### src/hdl/light_curtain_pkg.sv
// shared constants and types for the light curtain monitor
package light_curtain_pkg;

    // ************************************************
    // timing
    // ************************************************
    localparam int CLOCK_PERIOD_NS = 5;
    localparam int TICK_PERIOD_NS = 1000000;  // one millisecond time base
    localparam int TICK_CYCLES = TICK_PERIOD_NS / CLOCK_PERIOD_NS;
    localparam int SKEW_STEP_MS = 500;        // skew limit granularity
    localparam int COUNT_W = 12;
    localparam int DIV_W = 18;
    localparam logic [COUNT_W-1:0] COUNT_RESET = 12'h000;
    localparam logic [DIV_W-1:0] DIV_RESET = 18'h00000;

    // ************************************************
    // modes and states
    // ************************************************
    typedef enum logic [1:0] {
        AUTO_RESTART_MODE = 2'h0,
        MANUAL_RESTART_MODE = 2'h1,
        CONTROLLED_RESTART_MODE = 2'h2
    } restart_mode_e;

    // gray codes along the auto and controlled clear -> enable paths; manual ST_WAIT_RST_HI -> ST_ENABLED changes two bits
    typedef enum logic [2:0] {
        ST_WAIT_FIRST = 3'h0,
        ST_WAIT_SECOND = 3'h1,
        ST_CLEARED = 3'h3,
        ST_WAIT_RST_HI = 3'h2,
        ST_WAIT_RST_LO = 3'h6,
        ST_ENABLED = 3'h7,
        ST_FAULT = 3'h5,
        ST_STARTUP = 3'h4
    } monitor_state_e;

endpackage

### src/hdl/light_curtain_monitor.sv
// two-channel light curtain monitor with restart modes and skew check
`timescale 1ns/10ps
module light_curtain_monitor #(
    parameter int TICK_CYCLES = light_curtain_pkg::TICK_CYCLES
) (
    input wire logic clock,
    input wire logic rst_n,
    input wire logic curtainChannelOne,
    input wire logic curtainChannelTwo,
    input wire logic restartRequestInput,
    input wire logic runMode,
    input wire logic [1:0] restartMode,
    input wire logic startupCheck,
    input wire logic [2:0] channelSkewLimit,
    output logic safeEnableOutput,
    output logic faultOutput,
    output logic [light_curtain_pkg::COUNT_W-1:0] skewCount
);

    // ************************************************
    // state
    // ************************************************
    typedef struct packed {
        light_curtain_pkg::monitor_state_e state;
        logic safe;
        logic fault;
        logic [light_curtain_pkg::COUNT_W-1:0] count;
        logic [light_curtain_pkg::DIV_W-1:0] div;
        logic runPrev;
        logic startDropped;
        logic startRstSeen;
    } monitor_s;

    monitor_s cur_ff;
    monitor_s nxt_cur;

    logic [2:0] pinsSync;
    logic chOne;
    logic chTwo;
    logic rstReq;
    logic bothOn;
    logic bothOff;
    logic msTick;
    logic [light_curtain_pkg::COUNT_W-1:0] limitMs;
    logic skewExpired;
    light_curtain_pkg::restart_mode_e mode;

    // limit in ms; zero setting disables skew monitoring
    function automatic logic [light_curtain_pkg::COUNT_W-1:0] skewLimitMs(input logic [2:0] sel);
        skewLimitMs = light_curtain_pkg::COUNT_W'(sel * light_curtain_pkg::SKEW_STEP_MS);
    endfunction

    // pins come from the field and are asynchronous
    pin_sync #(
        .WIDTH(3)
    ) u_pin_sync (
        .clock(clock),
        .rst_n(rst_n),
        .pinIn({restartRequestInput, curtainChannelTwo, curtainChannelOne}),
        .pinSync(pinsSync)
    );

    assign chOne = pinsSync[0];
    assign chTwo = pinsSync[1];
    assign rstReq = pinsSync[2];
    assign bothOn = chOne & chTwo;
    assign bothOff = !chOne & !chTwo;
    assign mode = light_curtain_pkg::restart_mode_e'(restartMode);
    assign limitMs = skewLimitMs(channelSkewLimit);
    assign msTick = (cur_ff.div == light_curtain_pkg::DIV_W'(TICK_CYCLES - 1));
    assign skewExpired = (limitMs != light_curtain_pkg::COUNT_RESET) && (cur_ff.count >= limitMs);

    // ************************************************
    // next state
    // ************************************************
    always_comb begin
        nxt_cur = cur_ff;
        nxt_cur.runPrev = runMode;
        nxt_cur.div = msTick ? light_curtain_pkg::DIV_RESET : cur_ff.div + 1'b1;
        unique case (cur_ff.state)
            light_curtain_pkg::ST_STARTUP: begin
                // operator must interrupt, then press and release reset
                if (bothOff) begin
                    nxt_cur.startDropped = 1'b1;
                end
                if (cur_ff.startDropped && rstReq) begin
                    nxt_cur.startRstSeen = 1'b1;
                end
                if (cur_ff.startRstSeen && !rstReq) begin
                    nxt_cur.state = light_curtain_pkg::ST_WAIT_FIRST;
                end
            end
            light_curtain_pkg::ST_WAIT_FIRST: begin
                if (bothOn) begin
                    nxt_cur.fault = 1'b0;
                    nxt_cur.state = light_curtain_pkg::ST_CLEARED;
                end else if (chOne || chTwo) begin
                    nxt_cur.count = light_curtain_pkg::COUNT_RESET;
                    nxt_cur.state = light_curtain_pkg::ST_WAIT_SECOND;
                end
            end
            light_curtain_pkg::ST_WAIT_SECOND: begin
                if (msTick) begin
                    nxt_cur.count = cur_ff.count + 1'b1;
                end
                if (bothOn) begin
                    nxt_cur.fault = 1'b0;
                    nxt_cur.state = light_curtain_pkg::ST_CLEARED;
                end else if (skewExpired) begin
                    nxt_cur.fault = 1'b1;
                    nxt_cur.state = light_curtain_pkg::ST_FAULT;
                end else if (bothOff) begin
                    nxt_cur.state = light_curtain_pkg::ST_WAIT_FIRST;
                end
            end
            light_curtain_pkg::ST_FAULT: begin
                // acknowledge starts from a full dropout or from a run/stop change
                if (bothOff) begin
                    nxt_cur.state = light_curtain_pkg::ST_WAIT_FIRST;
                end
            end
            light_curtain_pkg::ST_CLEARED: begin
                if (!bothOn) begin
                    nxt_cur.state = light_curtain_pkg::ST_WAIT_FIRST;
                end else if (mode == light_curtain_pkg::AUTO_RESTART_MODE) begin
                    nxt_cur.state = light_curtain_pkg::ST_ENABLED;
                end else begin
                    nxt_cur.state = light_curtain_pkg::ST_WAIT_RST_HI;
                end
            end
            light_curtain_pkg::ST_WAIT_RST_HI: begin
                if (!bothOn) begin
                    nxt_cur.state = light_curtain_pkg::ST_WAIT_FIRST;
                end else if (rstReq) begin
                    // manual acts on press, controlled waits for release
                    nxt_cur.state = (mode == light_curtain_pkg::CONTROLLED_RESTART_MODE) ?
                        light_curtain_pkg::ST_WAIT_RST_LO : light_curtain_pkg::ST_ENABLED;
                end
            end
            light_curtain_pkg::ST_WAIT_RST_LO: begin
                if (!bothOn) begin
                    nxt_cur.state = light_curtain_pkg::ST_WAIT_FIRST;
                end else if (!rstReq) begin
                    nxt_cur.state = light_curtain_pkg::ST_ENABLED;
                end
            end
            light_curtain_pkg::ST_ENABLED: begin
                if (!bothOn) begin
                    nxt_cur.state = light_curtain_pkg::ST_WAIT_FIRST;
                end
            end
        endcase
        // run/stop edge restarts the block, startup check on a stop-to-run edge if configured
        if (runMode != cur_ff.runPrev) begin
            nxt_cur.startDropped = 1'b0;
            nxt_cur.startRstSeen = 1'b0;
            nxt_cur.state = startupCheck ? light_curtain_pkg::ST_STARTUP : light_curtain_pkg::ST_WAIT_FIRST;
        end
        if (!runMode) begin
            nxt_cur.state = light_curtain_pkg::ST_WAIT_FIRST;
        end
        // enable follows the next state so a dropout opens it at once
        nxt_cur.safe = runMode && (nxt_cur.state == light_curtain_pkg::ST_ENABLED) && !nxt_cur.fault;
    end

    // single register for all block state apart from the pin synchroniser stages
    always_ff @(posedge clock or negedge rst_n) begin
        if (!rst_n) begin
            cur_ff <= '{state: light_curtain_pkg::ST_WAIT_FIRST, safe: 1'b0, fault: 1'b0,
                        count: light_curtain_pkg::COUNT_RESET, div: light_curtain_pkg::DIV_RESET,
                        runPrev: 1'b0, startDropped: 1'b0, startRstSeen: 1'b0};
        end else begin
            cur_ff <= nxt_cur;
        end
    end

    assign safeEnableOutput = cur_ff.safe;
    assign faultOutput = cur_ff.fault;
    assign skewCount = cur_ff.count;

    // ************************************************
    // checks
    // ************************************************
    a_drop_opens_enable: assert property (@(posedge clock) disable iff (!rst_n)
        (cur_ff.state == light_curtain_pkg::ST_ENABLED && !bothOn) |=> !safeEnableOutput)
        else $error("enable stayed on after beam interruption");

    a_fault_blocks_enable: assert property (@(posedge clock) disable iff (!rst_n)
        faultOutput |-> !safeEnableOutput)
        else $error("enable on while fault present");

    a_skew_timeout_fault: assert property (@(posedge clock) disable iff (!rst_n)
        (cur_ff.state == light_curtain_pkg::ST_WAIT_SECOND && skewExpired && !bothOn && runMode
         && runMode == cur_ff.runPrev) |=> faultOutput)
        else $error("skew timeout did not raise fault");

    a_fault_clear_path: assert property (@(posedge clock) disable iff (!rst_n)
        $fell(faultOutput) |-> ($past(bothOn) && $past(cur_ff.state) != light_curtain_pkg::ST_FAULT))
        else $error("fault cleared without dropout and reclose");

    a_auto_reenable: assert property (@(posedge clock) disable iff (!rst_n)
        (cur_ff.state == light_curtain_pkg::ST_CLEARED && bothOn && runMode && runMode == cur_ff.runPrev
         && mode == light_curtain_pkg::AUTO_RESTART_MODE) |=> safeEnableOutput)
        else $error("auto mode did not re-enable");

    a_startup_holds: assert property (@(posedge clock) disable iff (!rst_n)
        (startupCheck && runMode && !cur_ff.runPrev) |=> (!safeEnableOutput && cur_ff.state == light_curtain_pkg::ST_STARTUP)[*2])
        else $error("startup check not held after run change");

    a_controlled_release: assert property (@(posedge clock) disable iff (!rst_n)
        ($rose(safeEnableOutput) && mode == light_curtain_pkg::CONTROLLED_RESTART_MODE)
        |-> ($past(cur_ff.state) == light_curtain_pkg::ST_WAIT_RST_LO && !$past(rstReq)))
        else $error("controlled enable without reset release");

    a_count_restart: assert property (@(posedge clock) disable iff (!rst_n)
        (cur_ff.state == light_curtain_pkg::ST_WAIT_SECOND && $past(cur_ff.state) != light_curtain_pkg::ST_WAIT_SECOND)
        |-> skewCount == light_curtain_pkg::COUNT_RESET)
        else $error("skew counter not restarted at first channel");

endmodule

### src/hdl/pin_sync.sv
// two-stage synchroniser for asynchronous pin inputs
`timescale 1ns/10ps
module pin_sync #(
    parameter int WIDTH = 3
) (
    input wire logic clock,
    input wire logic rst_n,
    input wire logic [WIDTH-1:0] pinIn,
    output logic [WIDTH-1:0] pinSync
);

    logic [WIDTH-1:0] stage1_ff;
    logic [WIDTH-1:0] stage2_ff;

    // first stage feeds only the second stage
    always_ff @(posedge clock or negedge rst_n) begin
        if (!rst_n) begin
            stage1_ff <= '0;
            stage2_ff <= '0;
        end else begin
            stage1_ff <= pinIn;
            stage2_ff <= stage1_ff;
        end
    end

    assign pinSync = stage2_ff;

endmodule

### config.mk
export PLATFORM = sky130hd
export DESIGN_NAME = light_curtain_monitor
export DESIGN_NICKNAME = d
export VERILOG_FILES = /design/src/hdl/light_curtain_pkg.sv /design/src/hdl/light_curtain_monitor.sv /design/src/hdl/pin_sync.sv
export SDC_FILE = /design/constraint.sdc
export NUM_CORES = 1
export LEC_CHECK = 0
export BUFFER_PORTS_ARGS = -buffer_cell sky130_fd_sc_hd__buf_2
export CAP_MARGIN = 5
export CORE_MARGIN = 3
export CORE_UTILIZATION = 35
export CTS_CLUSTER_DIAMETER = 100
export CTS_CLUSTER_SIZE = 8
export DETAILED_ROUTE_END_ITERATION = 7
export MAX_ROUTING_LAYER = met4
export SLEW_MARGIN = 20
export SYNTH_ARGS = -nofsm -noshare
export SYNTH_HDL_FRONTEND = slang
export SYNTH_SLANG_ARGS = --single-unit
### constraint.sdc
create_clock -name clock -period 2.8 [get_ports clock]
set_clock_uncertainty 0.1 [all_clocks]
set_input_delay 0 -clock clock [delete_from_list [all_inputs] [get_ports clock]]
set_output_delay 0 -clock clock [all_outputs]
set_load 0.03 [all_outputs]
### Word-level counts from Yosys, hierarchy flattened

Cells that the tools add are included.

* flip-flop bits (word level): 44
* bits of input ports: 12
* output and inout port bits: 14
* word-level logic and storage cells: 80

* add/sub/neg operators: 2
* multipliers: 1
* order comparisons: 1
* equality and inequality tests: 14
* muxes and demuxes: 30
* bitwise logic cells: 2
* reduce and logical (&&, ||, !) cells: 20

Operators by type and width (count)
* 3-bit 2-to-1 mux: 16
* 12-bit 2-to-1 mux: 3
* 13-bit case mux with 2 select lines: 1
* 3-bit case mux with 8 select lines: 1
* 18-bit by 1-bit adder with 18-bit output (second input constant): 1
* 18-bit equality test (second input constant): 1
* 18-bit 2-to-1 mux: 1
* 3-bit equality test (second input constant): 5
* 12-bit by 1-bit adder with 12-bit output (second input constant): 1
* 12-bit greater-or-equal comparator: 1
* 12-bit nonzero test: 1
* 3-bit by 7-bit multiplier with 10-bit output (second input constant): 1
* 2-bit nonzero test: 4
* 3-bit by 2-bit equality test with 1-bit output (second input constant): 2
* 1-bit 2-to-1 mux: 6
* 2-bit inequality test (second input constant): 3
* 1-bit logical AND: 5
* 1-bit logical NOT: 4
* 2-bit 2-to-1 mux: 2
* 2-bit AND reduction: 2
* 4-bit AND reduction: 1
* 3-bit by 1-bit equality test with 1-bit output (second input constant): 1
* 3-bit logical NOT: 1
* 1-bit bitwise AND: 2
* other kinds (4): 4

### Logic depth before layout (Yosys ltp)

* depth in word-level cells: 11
* gate-level depth with buffers: 15
* depth with buffers taken out: 15

### Hierarchy

A second synthesis with hierarchy kept.

* cell total of the unflattened synthesis: 287
* area, all modules: 2829.0 sq um

Modules (own cells, without submodules)
* light_curtain_monitor: instances 1, cells an instance 281, area each 2678.8 sq um
* pin_sync: instances 1, cells an instance 6, area each 150.1 sq um

### Worst setup path before layout

Ideal clock, no wire load.

* path type: input -> register
* start point: input channelSkewLimit[1]
* end point: register cur_ff, in the netlist safeEnableOutput
* setup time: 0.080 ns
* data arrival time: 3.238 ns
* data required time: 2.620 ns
* setup slack: -0.618 ns
* stages: 15
* path through: inv_1 > fa_1 > inv_1 > ha_1 > or2_0 > a21o_1 > and3_1 > or2_2 > ha_1 > nand4_1 > o32ai_1 > o311a_1 > nand2_1 > o31ai_1 > nor3b_2

RTL lines
* from (decl): RTL line light_curtain_monitor.sv:14 `input wire logic [2:0] channelSkewLimit,`
* to (signal assigned): RTL line light_curtain_monitor.sv:169 `cur_ff <= '{state: light_curtain_pkg::ST_WAIT_FIRST, safe: 1'b0, fault: 1'b0,`
* to (signal assigned): RTL line light_curtain_monitor.sv:173 `cur_ff <= nxt_cur;`
* to (decl): RTL line light_curtain_monitor.sv:34 `monitor_s cur_ff;`

==> results.md <==
Yosys:
- Sorting the synthesized cells by area gives the leading types as dfrtp_1 40%, ha_1 10%, xnor2_1 5.5%, nor2_1 3.7%, buf_4 3.6%.
- The top-area cell type share of the netlist area is 40.3%.
- The most used flip-flop cell after synthesis is dfrtp_1.
- The count of distinct cell types in the synthesized netlist is 50.
- Synthesis produced 276 cells.
- By instance count, the leading cell after synthesis is dfrtp_1.
- The count of warnings emitted by yosys is 0.
- The top cell type by total area after synthesis is dfrtp_1.
- The commonest cells after synthesis are 44 x dfrtp_1, 27 x nor2_1, 22 x ha_1.
- After synthesis, flip-flops and latches occupy 40.3% of the total area.
- Counting flops and latches in the post-synthesis netlist gives 44.
- Counting every net in the synthesized netlist gives 313.
- The number of enable-type register cells in the synthesized netlist is 0.
- The share of synthesized registers carrying an async set or reset is 100%.
- The synthesized area per cell is 9.89 um2.
- After synthesis the cells add up to 2730 um2.

Timing:
- Derived from the worst setup path, the maximum achievable clock frequency is 335 MHz.
- The final critical path takes up 107% of the cycle.
- In the post-route analysis, the smallest setup slack over all paths is -186 ps.
- The post-route minimum period is 2990 ps.
- The number of endpoints failing setup at the final stage is 2.
- The number of pins exceeding their max-slew limit in the final report is 0.
- Setup repair after global routing could not meet its margin everywhere.
- The count of endpoints failing hold in the final timing report is 0.
- For the pin with the worst max-slew slack, the measured transition is 535 ps.
- Measured against its own limit, the worst slew margin works out to 64.2%.

GRT:
- Across every metal layer, demand over resource in global routing totals 13.8%.
- The number of global-route vias before repair is 2148.
- The initial antenna violation count is 0.
- The first global-routing pass estimated 9.51 mm of wire.
- Entering global routing, the biggest net connects 45 pins.
- After global routing the overflow that remains totals 0.

Detailed routing:
- The detailed router placed 2070 vias in this run.
- The routed length per instance is 12.9 um.
- The number of optimization iterations in the first detailed-route pass is 4.
- The number of DRC markers in iteration 0 is 47.
- For this run, design rule violations remaining after detail routing come to 0.
- The total wirelength of the detailed-routed design is 5.47 mm.
- The number of antenna-violating nets in the routed design is 0.
- The mean number of vias per cell is 4.89.

Setup path:
- The most common cell type on the critical path is ha_4.
- The kind of critical path is in2reg.
- The startpoint kind of the worst setup timing path is a primary input.
- The signal on the critical path passes through buf_8, clkinvlp_4, fa_2, inv_2, ha_4, or2_1, a21o_1, and3_4, or2_4, ha_4, nand4_1, o32ai_2, o311a_1, nand2_1, o31ai_2, nor3b_2.
- The kind of capture point of the worst setup path is a flip-flop.
- In this run the critical register-to-register path is launched from skewCount[2].
- The required arrival time at the worst endpoint is 2930 ps.
- The worst-case reg-to-reg path depth is 9.
- On the critical path, the stage with the largest delay is an instance of fa_2.
- The maximum fanout along the worst path is 3.
- For this run, the slowest stage of the critical path takes 590 ps.
- The arrival time at the worst endpoint is 3110 ps.
- The origin of the worst setup path is channelSkewLimit[1].

Floorplanning:
- The core region is 7410 um2.
- The standard-cell row count is 31.
- The horizontal die dimension is 94.3 um.
- The area of the die is 8890 um2.
- The floorplan step set the die height to 94.3 um.
- The count of boundary I/O pins is 26.
- Once the floorplan was initialized, standard cells occupied 36.8% of the core.

Placed design:
- At the placement stage, the worst setup path has a slack of -626 ps.
- The last weighted congestion value of the routability-driven placer is 0.807.
- Port buffering added 25 buffers.
- The half-perimeter wire length after detailed placement is 4.14 mm.
- The placed instance area is 3070 um2.

Power:
- For this design the static power due to leakage is 1.57 nW.
- VDD sags by at most 231 uV.
- Power spread over the standard cell area amounts to 430 nW/um2.

Layout:
- The number of nets at the end of the flow is 360.
- The post-layout instance area is 3390 um2.
- The share of layout cells above drive strength 1 is 29.3%.
- The number of antenna cells inserted is 0.
- The area growth from synthesis to layout is 24.2%.

Job:
- The max capacitance violation total is 0.

CTS:
- After clock tree synthesis, the clock-pin slew on the worst setup and hold paths is 90 ps.
- The maximum buffer depth of the clock tree is 2.
- The number of buffers added by the clock tree synthesis step is 5.
- In this run the number of H-tree levels came out at 2.
- The root buffer cell is clkbuf_8.
- The clock tree from TritonCTS is yes.
- The later-pin clock latency in the skew report is 290 ps.
- The clock sink count is 44.

Min path:
- The worst hold path startpoint is restartRequestInput.
- The cell depth of the worst hold path is 2.
- The min-delay analysis places its worst path in the category in2reg.

Run status:
- The run finished, with violations left.
- The checks that failed: setup timing.
## critical path, delay by kind of cell
| kind | cells | cell delay, ps |
|---|---|---|
| compound gates | 4 | 830 |
| fa+ha+maj | 3 | 1060 |
| buf+inv | 3 | 220 |
| simple gates | 6 | 1000 |
## sequential cells by signal, summed over array words and instances (netlist names)
register              count
u_pin_sync.stage1_ff      3
safeEnableOutput          1
cur_ff                   24
skewCount                12
faultOutput               1
u_pin_sync.pinSync        3
## kinds of logic (layout without fill, tap and decap cells)
kind of cell | count (synthesis) | in the layout | share of synthesized area [%]
AO/OA/AOI/OAI | 42 | 42 | 10.5
XOR/XNOR | 26 | 26 | 8.34
adder cells (fa/ha/maj) | 25 | 25 | 12.3
buffers and inverters | 36 | 84 | 7.06
flip-flops | 44 | 44 | 40.3
multiplexers | 2 | 2 | 0.825
AND/OR/NAND/NOR | 101 | 101 | 20.7
## final timing paths
kind,endpoint,slack (ps)
hold reg to reg,u_pin_sync.pinSync[0],250
setup reg to reg,safeEnableOutput,560
setup / recovery,safeEnableOutput,-190
hold / removal,u_pin_sync.stage1_ff[2],240
min in group asynchronous,cur_ff[16],540
max in group asynchronous,skewCount[0],1590
## power breakdown
part | internal, mW | switching (mW) | total, mW
Clock | 0.292 | 0.216 | 0.508
Combinational | 0.151 | 0.146 | 0.297
Sequential | 0.643 | 0.00969 | 0.652
## layout make-up
cell class | instances | area, um2
well taps | 99 | 124
repair buffers | 57 | 412
multi-input cells | 196 | 1560
flip-flops and latches | 44 | 1100
fillers | 693 | 4020
clock buffers | 6 | 82.6
clock inverters | 2 | 38.8
inverters | 19 | 75.1
## cells in the final DEF, fill, tap and decap left out, types with 7 or more instances in the layout
master         count
dfrtp_1           44
buf_4             24
buf_2             23
o21ai_0           11
inv_1             15
nand4_1            8
nand3_1           13
dlygate4sd3_1      7
nor3_1             7
a21oi_1            8
nor2_1            26
xnor2_1           16
ha_1              17
xor2_1             8
nand2_1           13
## per-stage QoR
stage	setup TNS (ps)	power, mW	std cells	hold WS, ps	utilization, %
floorplan	-1010	0.815	276	-396	-
global placement	-1620	0.908	403	8.99	41.4
detailed placement	-1980	0.914	403	9.73	41.4
CTS	-218	1.46	419	225	44.8
global route	-785	1.55	423	231	45.8
finish	-308	1.46	423	243	45.8
## metal layers
layer  global-route usage (%)  share of wire (%)
met5                        -                  0
met1                     16.2                 45
met2                     24.0                 51
met4                     2.89               0.91
met3                     3.53                2.8
## timing repair
item / CTS / global route
gates resized for setup: 14 / 5
setup endpoints to repair: 4 / 4
pin swaps: 4 / 1
buffers inserted: 2 / 2
hold buffers: 6 / 1
endpoints found under the hold margin: 53 / 8
No activity file was read; power rests on OpenSTA's default activity.
